===== src/common/cdc_seq_pkg.sv =====
// Constants, carriers and state layout of the measurement sequencer.
// Assumes a 50 MHz system clock and a two-wire bus master outside.
package cdc_seq_pkg;
  // Bus identity and timing
  localparam logic [6:0] SLAVE_ADDR    = 7'h50;
  localparam int         CLK_KHZ       = 50000;
  localparam int         SCL_MIN_KHZ   = 10;
  localparam int         SCL_MAX_KHZ   = 400;
  localparam int         SCL_MIN_CYC   = (CLK_KHZ + SCL_MAX_KHZ - 1) / SCL_MAX_KHZ;
  localparam int         SYNC_MARGIN   = 8;
  localparam logic [3:0] BYTE_BITS     = 4'h8;
  // Pointer map
  localparam logic [7:0] PTR_RESET     = 8'h00;
  localparam logic [7:0] PTR_RES_LAST  = 8'h07;
  localparam logic [7:0] PTR_CFG_FIRST = 8'h08;
  localparam logic [7:0] PTR_CFG_LAST  = 8'h0b;
  localparam logic [7:0] PTR_CTRL      = 8'h0c;
  // Slot configuration word
  localparam logic [15:0] CFG_RESET    = 16'h1c00;
  localparam logic [15:0] CFG_MASK     = 16'hffe0;
  localparam int          CFG_POS_LSB  = 13;
  localparam int          CFG_NEG_LSB  = 10;
  localparam int          CFG_DAC_LSB  = 5;
  localparam logic [2:0]  NEG_DAC      = 3'h4;
  localparam logic [2:0]  NEG_OFF      = 3'h7;
  localparam logic [9:0]  DAC_STEP     = 10'h019;
  // Control word
  localparam int          CTRL_RATE_LSB = 10;
  localparam int          CTRL_RPT_BIT  = 8;
  localparam int          CTRL_TRIG_LSB = 4;
  localparam int          CTRL_DONE_LSB = 0;
  localparam logic [7:0]  RES_PAD       = 8'h00;
  localparam int          NUM_SLOTS     = 4;

  // Bus phase, one-hot
  typedef enum logic [4:0] {
    PH_IDLE = 5'b00001,
    PH_RX   = 5'b00010,
    PH_ACK  = 5'b00100,
    PH_TX   = 5'b01000,
    PH_MACK = 5'b10000
  } phase_t;

  // Request to the analog front end
  typedef struct packed {
    logic       start;
    logic [1:0] slot;
    logic [2:0] pos;
    logic [2:0] neg;
    logic       diff;
    logic       dac_en;
    logic [4:0] dac_code;
    logic [9:0] offset_125ff;
    logic [1:0] first_shield_output;
    logic [1:0] second_shield_output;
    logic       second_shield_output_en;
    logic       shld_short;
    logic [1:0] rate;
  } conv_req_t;

  // Whole state of the block
  typedef struct packed {
    logic              scl_s1, scl_s2, scl_p;
    logic              sda_s1, sda_s2, sda_p;
    phase_t            ph;
    logic [3:0]        cnt;
    logic [7:0]        sh;
    logic [1:0]        byte_n;
    logic              rw, hi_sel, mack_ok, sda_oe;
    logic [7:0]        wr_hi;
    logic [15:0]       tx_word;
    logic [7:0]        ptr;
    logic [3:0][15:0]  cfg;
    logic [1:0]        rate;
    logic              rpt;
    logic [3:0]        trig, done, half;
    logic [3:0][23:0]  res;
    logic [3:0][7:0]   hold;
    logic              busy;
    logic [1:0]        cur;
    conv_req_t         conv;
  } state_t;

  localparam state_t RESET_STATE = '{
    scl_s1: 1'b1, scl_s2: 1'b1, scl_p: 1'b1,
    sda_s1: 1'b1, sda_s2: 1'b1, sda_p: 1'b1,
    ph: PH_IDLE, ptr: PTR_RESET, cfg: {4{CFG_RESET}},
    default: '0};
endpackage : cdc_seq_pkg


===== src/cdc_i2c_measurement_sequencer.sv =====
// Two-wire slave, register file and conversion sequencer.
// Assumes SCL/SDA arrive asynchronously and a front end on clk answers
// each start with one conv_done pulse carrying a 24-bit result.
//
// Function
// - Negative select below 4 means differential
// - Differential conversions keep offset DAC off
// - Shields go lower then higher channel
// - Answer only slave address 0x50
// - Bus 10 to 400 kHz, MSB first
// - First written byte loads the pointer
// - Reads use stored pointer, never change it
// - Pointer-only write then repeated-start read works
// - Words move upper byte then lower byte
// - Writes to read-only registers get NACK
// - Unused pointer value gets NACK
// - Foreign address: no ACK, ignore frame
// - Four independent slot configurations
// - Single mode: one trigger, one conversion
// - Repeat mode restarts every enabled slot
// - Completion sets the slot done flag
// - Result pairs at result1_upper..result4_lower, upper first
// - Reading both halves clears done flag
// - Repeat continues until repeat bit cleared
// - Select 4 or 7 means single-ended
// - Pointer resets to result1_upper
// - Offset is code times 3.125 pF
`timescale 1ns/1ps
`default_nettype none

module cdc_i2c_measurement_sequencer
  import cdc_seq_pkg::*;
#(
  parameter int SLOTS = NUM_SLOTS  // Measurement slots
) (
  input  wire logic        clk,          // System clock
  input  wire logic        rst,          // Synchronous reset
  input  wire logic        scl,          // Bus clock level
  input  wire logic        sda,          // Bus data level
  output logic             sda_drv,      // Value while driving
  output logic             sda_oe,       // High pulls SDA low
  output var conv_req_t    conv,         // Front-end request
  input  wire logic        conv_done,    // Front-end finished
  input  wire logic [23:0] conv_result   // Front-end result
);

  ////////////////////////////////////////////////////////////////////////
  // Elaboration checks
  ////////////////////////////////////////////////////////////////////////
  if (SLOTS != NUM_SLOTS) begin : g_bad_slots
    $error("Only four slots are supported");
  end
  if (SCL_MIN_CYC / 2 < SYNC_MARGIN) begin : g_bad_rate
    $error("Clock too slow for the fastest bus rate");
  end

  ////////////////////////////////////////////////////////////////////////
  // Helper functions
  ////////////////////////////////////////////////////////////////////////
  // Pointer names an implemented register
  function automatic logic reg_ok(input logic [7:0] p);
    return p <= PTR_CTRL;
  endfunction : reg_ok

  // Pointer names a writable register
  function automatic logic reg_wr(input logic [7:0] p);
    return p >= PTR_CFG_FIRST && p <= PTR_CTRL;
  endfunction : reg_wr

  // Next triggered slot after c, cyclic; bit 2 flags a hit
  function automatic logic [2:0] next_slot(input logic [3:0] t,
                                           input logic [1:0] c);
    logic [2:0] r;
    logic [1:0] k;
    r = 3'h0;
    for (int i = 4; i >= 1; i--) begin
      k = c + 2'(i);
      if (t[k]) begin
        r = {1'b1, k};
      end
    end
    return r;
  endfunction : next_slot

  ////////////////////////////////////////////////////////////////////////
  // Declarations
  ////////////////////////////////////////////////////////////////////////
  state_t      q;          // Registered state
  state_t      d;          // Next state
  logic        bus_rise;   // SCL rising edge
  logic        bus_fall;   // SCL falling edge
  logic        bus_start;  // Start or repeated start
  logic        bus_stop;   // Stop condition
  logic        rx_done;    // Eighth bit of a received byte ended
  logic [2:0]  pick;       // Slot chosen for the next conversion
  logic [15:0] pick_cfg;   // Configuration of that slot
  logic [15:0] rd_word;    // Word addressed by the pointer
  logic [15:0] wr_word;    // Word completed by the current byte
  logic [1:0]  rd_slot;    // Result slot addressed by the pointer
  logic        load_hi;    // Fetch word, send upper byte
  logic        load_lo;    // Send lower byte
  logic [3:0]  done_set;   // Conversions finished this cycle
  logic [3:0]  done_clr;   // Result pairs read this cycle
  logic [2:0]  neg_sel;    // Negative select of picked slot
  logic [2:0]  pos_sel;    // Positive select of picked slot

  ////////////////////////////////////////////////////////////////////////
  // Edge and condition decode on synchronised levels
  ////////////////////////////////////////////////////////////////////////
  assign bus_rise  = q.scl_s2 & ~q.scl_p;
  assign bus_fall  = ~q.scl_s2 & q.scl_p;
  // Start also covers the repeated start of a pointer-then-read frame
  assign bus_start = q.scl_s2 & q.scl_p & q.sda_p & ~q.sda_s2;
  assign bus_stop  = q.scl_s2 & q.scl_p & ~q.sda_p & q.sda_s2;
  assign rx_done   = (q.ph == PH_RX) & bus_fall & (q.cnt == BYTE_BITS);
  assign pick      = next_slot(q.trig, q.cur);
  assign pick_cfg  = q.cfg[pick[1:0]];
  assign pos_sel   = pick_cfg[CFG_POS_LSB +: 3];
  assign neg_sel   = pick_cfg[CFG_NEG_LSB +: 3];
  assign rd_slot   = q.ptr[2:1];
  assign wr_word   = {q.wr_hi, q.sh};

  // Register read mux; results are upper word at even pointers
  always_comb begin
    rd_word = 16'h0000;
    if (q.ptr <= PTR_RES_LAST) begin
      if (!q.ptr[0]) begin
        rd_word = q.res[rd_slot][23:8];
      end else if (q.half[rd_slot]) begin
        rd_word = {q.hold[rd_slot], RES_PAD};
      end else begin
        rd_word = {q.res[rd_slot][7:0], RES_PAD};
      end
    end else if (q.ptr <= PTR_CFG_LAST) begin
      rd_word = q.cfg[q.ptr[1:0]] & CFG_MASK;
    end else if (q.ptr == PTR_CTRL) begin
      rd_word[CTRL_RATE_LSB +: 2] = q.rate;
      rd_word[CTRL_RPT_BIT]       = q.rpt;
      rd_word[CTRL_TRIG_LSB +: 4] = q.trig;
      rd_word[CTRL_DONE_LSB +: 4] = q.done;
    end
  end

  ////////////////////////////////////////////////////////////////////////
  // Next-state logic
  ////////////////////////////////////////////////////////////////////////
  always_comb begin
    d          = q;
    load_hi    = 1'b0;
    load_lo    = 1'b0;
    done_set   = 4'h0;
    done_clr   = 4'h0;
    d.conv.start = 1'b0;

    // Two-stage synchronisers plus history stage
    d.scl_s1 = scl;
    d.scl_s2 = q.scl_s1;
    d.scl_p  = q.scl_s2;
    d.sda_s1 = sda;
    d.sda_s2 = q.sda_s1;
    d.sda_p  = q.sda_s2;

    // Sequencer: wait for the front end, then pick the next slot
    if (q.busy) begin
      if (conv_done) begin
        d.res[q.cur]      = conv_result;
        done_set[q.cur]   = 1'b1;
        d.busy            = 1'b0;
        // Single shot drops its trigger; repeat keeps it armed
        if (!q.rpt) begin
          d.trig[q.cur] = 1'b0;
        end
      end
    end else if (pick[2]) begin
      // Repeat mode re-arms every triggered slot in turn
      d.busy        = 1'b1;
      d.cur         = pick[1:0];
      d.conv.start  = 1'b1;
      d.conv.slot   = pick[1:0];
      d.conv.rate   = q.rate;
      d.conv.pos    = pos_sel;
      d.conv.neg    = neg_sel;
      d.conv.diff   = neg_sel < NEG_DAC;
      d.conv.dac_en = neg_sel == NEG_DAC;
      if (neg_sel < NEG_DAC) begin
        // Offset DAC forced off whatever its field says
        d.conv.dac_en       = 1'b0;
        d.conv.dac_code     = 5'h00;
        d.conv.offset_125ff = 10'h000;
        // Lower channel on first shield; selects never equal
        d.conv.first_shield_output = (pos_sel < neg_sel) ? pos_sel[1:0] : neg_sel[1:0];
        d.conv.second_shield_output = (pos_sel < neg_sel) ? neg_sel[1:0] : pos_sel[1:0];
        d.conv.second_shield_output_en   = 1'b1;
        d.conv.shld_short = 1'b0;
      end else begin
        // Single-ended on the positive input
        d.conv.dac_code     = (neg_sel == NEG_DAC) ? pick_cfg[CFG_DAC_LSB +: 5] : 5'h00;
        d.conv.offset_125ff = (neg_sel == NEG_DAC) ?
                              10'(pick_cfg[CFG_DAC_LSB +: 5]) * DAC_STEP : 10'h000;
        d.conv.first_shield_output      = pos_sel[1:0];
        d.conv.second_shield_output      = pos_sel[1:0];
        // Shorted shields without DAC, second floats with DAC
        d.conv.second_shield_output_en   = neg_sel != NEG_DAC;
        d.conv.shld_short = neg_sel != NEG_DAC;
      end
    end

    // Bus engine
    if (bus_start) begin
      d.ph     = PH_RX;
      d.cnt    = 4'h0;
      d.byte_n = 2'h0;
      d.sda_oe = 1'b0;
    end else if (bus_stop) begin
      d.ph     = PH_IDLE;
      d.sda_oe = 1'b0;
    end else begin
      unique case (q.ph)
        // Waiting for a start
        PH_IDLE: begin
        end
        // Receiving a byte, MSB first
        PH_RX: begin
          if (bus_rise) begin
            d.sh  = {q.sh[6:0], q.sda_s2};
            d.cnt = q.cnt + 4'h1;
          end else if (rx_done) begin
            d.ph     = PH_ACK;
            d.sda_oe = 1'b1;
            d.byte_n = (q.byte_n == 2'h2) ? 2'h2 : q.byte_n + 2'h1;
            unique case (q.byte_n)
              // Address byte: seven bits then direction
              2'h0: begin
                if (q.sh[7:1] == SLAVE_ADDR) begin
                  d.rw     = q.sh[0];
                  d.hi_sel = 1'b0;
                end else begin
                  d.ph     = PH_IDLE;
                  d.sda_oe = 1'b0;
                end
              end
              // Pointer byte of a write
              2'h1: begin
                d.hi_sel = 1'b0;
                if (reg_ok(q.sh)) begin
                  d.ptr = q.sh;
                end else begin
                  d.ph     = PH_IDLE;
                  d.sda_oe = 1'b0;
                end
              end
              // Data bytes, upper then lower
              default: begin
                if (!reg_wr(q.ptr)) begin
                  d.ph     = PH_IDLE;
                  d.sda_oe = 1'b0;
                end else if (!q.hi_sel) begin
                  d.wr_hi  = q.sh;
                  d.hi_sel = 1'b1;
                end else begin
                  d.hi_sel = 1'b0;
                  if (q.ptr == PTR_CTRL) begin
                    d.rate = wr_word[CTRL_RATE_LSB +: 2];
                    d.rpt  = wr_word[CTRL_RPT_BIT];
                    d.trig = wr_word[CTRL_TRIG_LSB +: 4];
                  end else begin
                    d.cfg[q.ptr[1:0]] = wr_word & CFG_MASK;
                  end
                end
              end
            endcase
          end
        end
        // Holding our acknowledge for one bit
        PH_ACK: begin
          if (bus_fall) begin
            d.sda_oe = 1'b0;
            d.cnt    = 4'h0;
            if (q.rw) begin
              d.ph    = PH_TX;
              load_hi = 1'b1;
            end else begin
              d.ph = PH_RX;
            end
          end
        end
        // Sending a byte; bits change only while SCL is low
        PH_TX: begin
          if (bus_rise) begin
            d.cnt = q.cnt + 4'h1;
          end else if (bus_fall) begin
            if (q.cnt == BYTE_BITS) begin
              d.sda_oe = 1'b0;
              d.ph     = PH_MACK;
            end else begin
              d.sh     = {q.sh[6:0], 1'b0};
              d.sda_oe = ~q.sh[6];
            end
          end
        end
        // Master acknowledge decides whether reading continues
        PH_MACK: begin
          if (bus_rise) begin
            d.mack_ok = ~q.sda_s2;
          end else if (bus_fall) begin
            if (q.mack_ok) begin
              d.ph    = PH_TX;
              d.cnt   = 4'h0;
              load_lo = q.hi_sel;
              load_hi = ~q.hi_sel;
            end else begin
              d.ph = PH_IDLE;
            end
          end
        end
      endcase
    end

    // Word fetch; pointer is only read here
    if (load_hi) begin
      d.tx_word = rd_word;
      d.sh      = rd_word[15:8];
      d.sda_oe  = ~rd_word[15];
      d.hi_sel  = 1'b1;
      // Upper half read: freeze the matching lower bits
      if (q.ptr <= PTR_RES_LAST && !q.ptr[0]) begin
        d.hold[rd_slot] = q.res[rd_slot][7:0];
        d.half[rd_slot] = 1'b1;
      end
    end
    if (load_lo) begin
      d.sh     = q.tx_word[7:0];
      d.sda_oe = ~q.tx_word[7];
      d.hi_sel = 1'b0;
      if (q.ptr <= PTR_RES_LAST && q.ptr[0] && q.half[rd_slot]) begin
        d.half[rd_slot]   = 1'b0;
        done_clr[rd_slot] = 1'b1;
      end
    end

    // A completion in the same cycle beats the clear
    d.done = (q.done & ~done_clr) | done_set;
  end

  ////////////////////////////////////////////////////////////////////////
  // State register
  ////////////////////////////////////////////////////////////////////////
  always_ff @(posedge clk) begin
    if (rst) begin
      q <= RESET_STATE;
    end else begin
      q <= d;
    end
  end

  // Outputs straight from state; sda_drv tied low
  assign sda_drv = 1'b0;
  assign sda_oe  = q.sda_oe;
  assign conv    = q.conv;
endmodule : cdc_i2c_measurement_sequencer

`default_nettype wire


===== config.mk =====
export PLATFORM = sky130hd
export DESIGN_NAME = cdc_i2c_measurement_sequencer
export DESIGN_NICKNAME = d
export VERILOG_FILES = /design/src/common/cdc_seq_pkg.sv /design/src/cdc_i2c_measurement_sequencer.sv
export SDC_FILE = /design/constraint.sdc
export NUM_CORES = 1
export LEC_CHECK = 0
export BUFFER_PORTS_ARGS = -buffer_cell sky130_fd_sc_hd__buf_4
export CORE_ASPECT_RATIO = 0.75
export CORE_MARGIN = 2
export CORE_UTILIZATION = 40
export DETAILED_ROUTE_END_ITERATION = 8
export PLACE_DENSITY = 0.67
export SLEW_MARGIN = 15
export SYNTH_ARGS = -nofsm -noshare
export SYNTH_HDL_FRONTEND = slang
export SYNTH_SLANG_ARGS = --single-unit

===== constraint.sdc =====
create_clock -name clk -period 4.65 [get_ports clk]
set_input_delay 0.2325 -clock clk [delete_from_list [all_inputs] [get_ports clk]]
set_output_delay 0.2325 -clock clk [all_outputs]
set_load 0.01 [all_outputs]

==> results.tsv <==
metric	value	unit
synth_seq_area_share	40.98	%
initial_core_util	40.86	%
core	0.03252	mm²
first_iter_violations	894	
slowest_stage	or4b_1	
cpPeakStageDelay	0.50	ns
clock-root-buffer	clkbuf_16	
die_x	214.5	µm
status	finished, final reports clean	
path_cells	inv_1 > ha_2 > a31oi_2 > a32oi_2 > nor2_1 > buf_4 > mux2_2 > xor2_1 > ha_1 > ha_1 > ha_1 > a31oi_1 > o21bai_1 > a21oi_1 > or4b_1 > a21oi_1	
p_leak	5.348	nW
vdd_drop_max	0.0002924	V
crit_fanout	13	
clk-insertion-delay-late	0.56	ns
yosysMostFrequentCell	nand2_1	
worst_pin_slew	1.165	ns
clock.fmax	0.2306	GHz
viasPerCell	5.581	
cts.sinks	272	
drive_gt1_share	13.78	%
dpl_cell_area	0.01381	mm²
fin_crit_sh	93.24	%
h-tree-depth	1	
pwr_density_cell	311.2	mW/mm²
dr_total_vias	11220	
grt_pass1_vias	10550	
die_h	161.8	µm
async_flop_share	0	%
multi_input_area	0.007046	mm²
hp-class	input pin to flop	
diodes	0	
synth_top_area_share	40.98	%
relSlewSlack	22.31	%
syn_area_per_cell	8.589	µm²
numCtsBuffers	28	
min_period	4.336	ns
place_congestion	0.9245	
syn-num-nets	1598	
cp_data_required_time	5.12	ns
ant_nets	0	
io_buffer_count	63	
firstDrtPassIters	7	
wl_per_cell	18.12	µm
drv_slew	0	
timing_worst_setup_path_type	flop to flop	
drcViolationCount	0	
pre_cts_slack	0.1860	ns
n_fill_cell	3153	
crit_arrival	4.81	ns
grt_max_degree	147	
synthFlopType	dfxtp_1	
clk_pin_slew	0.06	ns
fin_nets	1599	
area.sequential	0.005451	mm²
hold_viol_final	0	
cp-end-kind	flop	
routed_wl	36.42	mm
syn-cell-area	0.01329	mm²
worst-path-buf-inv	2	
grt_antenna_before_repair	0	
grt_pass1_wl	58.12	mm
cpLargestDelayFamily	adder cells	
ios	65	
grt.overflow.total	0	
yosysTopAreaCell	dfxtp_1	
synth_edf_count	0	
startpoint_type	flop	
crit_top_cell	ha_1	
synth_warnings	0	
ys_ff_latch	272	
synth.distinct_cells	74	
hpwl	24.56	mm
setup_tns	0	ns
hold-worst-slack	0.3660	ns
tritoncts	yes	
synth_area_leaders	dfxtp_1, nand2_1, mux4_2, a21oi_1, mux2i_1	
setup_viol	0	
final_cell_area	0.01500	mm²
maxCapViolations	0	
synth_commonest_cells	nand2_1, dfxtp_1, a21oi_1, nor2_1, clkbuf_1	
rows	57	
fin_worst_skew	0.01597	ns
synth_cells	1547	
grt_use_total	20.56	%
die_area	0.03471	mm²
timing.final.ws_setup	0.3142	ns
synthToLayoutAreaGrowth	12.90	%
clock_path_buffers	3	
layer usage:
| metal | vias to the layer above | wire [µm] | track usage, % |
|---|---|---|---|
| met1 | 5368 | 17440 | 30.86 |
| met3 | 51 | 2609 | 3.109 |
| li1 | 5402 | - | - |
| met2 | 396 | 15670 | 31.20 |
| met5 | - | 0 | 0 |
| met4 | 0 | 695 | 4.419 |
path summary, 6_finish.rpt:
| check | from | endpoint | slack (ns) | cells after the start |
|---|---|---|---|---|
| max reg2reg | conv[32]$_SDFFE_PP0P_ | conv[17]$_SDFFE_PP0P_ | 0.31 | 16 |
| min | rst | q[189]$_SDFFE_PP0P_ | 0.37 | 2 |
| min reg2reg | d[303]$_SDFF_PP1_ | d[302]$_SDFF_PP1_ | 0.41 | 1 |
| max | conv[32]$_SDFFE_PP0P_ | conv[17]$_SDFFE_PP0P_ | 0.31 | 16 |
state kept, by name (all words and copies together) (netlist names):
name and cells:
conv 31, d 4, q 236, sda_oe 1
area by class of cell:
class | count | share of cell area (%)
clock buffers | 40 | 5.438
well taps | 442 | 3.686
repair buffers | 117 | 6.347
flip-flops and latches | 272 | 36.34
clock inverters | 10 | 0.6255
multi-input cells | 1105 | 46.96
inverters | 24 | 0.6005
metrics by stage:
step / cells / total power, mW / utilization [%]
after global placement: 1933 / 2.485 / 42.47
after detailed placement: 1933 / 2.486 / 42.47
after global routing: 2010 / 4.808 / 46.13
final: 2010 / 4.669 / 46.13
after CTS: 2010 / 4.708 / 46.10
after floorplan: 1547 / 2.443 / -
cells by family (layout without fill, tap and decap cells):
| group | count (synthesis) | count (layout) | synth area share (%) |
|---|---|---|---|
| adders and majority gates | 22 | 22 | 2.128 |
| AOI/OAI and AO/OA | 330 | 330 | 15.00 |
| xor gates and xnor gates | 12 | 12 | 0.7910 |
| muxes | 137 | 137 | 14.56 |
| buffers and inverters | 170 | 191 | 6.139 |
| other | 1 | 1 | 0.02822 |
| and+or+nand+nor | 603 | 603 | 20.38 |
| DFF | 272 | 272 | 40.98 |
placed cells by master (no fill, tap or decap), types with 22 or more instances in the layout:
master           n
a21oi_1        185
buf_4           89
clkbuf_16       28
dfxtp_1        269
dlygate4sd3_1   27
inv_1           24
mux2i_1         83
mux4_2          44
nand2_1        319
nand3_1         22
nor2_1         112
o21ai_0         37
repair_timing:
item / in CTS / in global routing
buffers inserted: 0 / 0
endpoints found under the hold margin: 99 / 0
gates resized for setup: 0 / 3
hold buffers: 27 / 0
endpoints found under the setup margin: 0 / 1
power by group:
part | internal, mW | leakage, nW | switching, mW
clock | 1.27 | 0.454 | 0.942
combinational | 0.0438 | 2.70 | 0.0714
sequential | 2.33 | 2.19 | 0.00556
No activity file was read; power rests on OpenSTA's default activity.
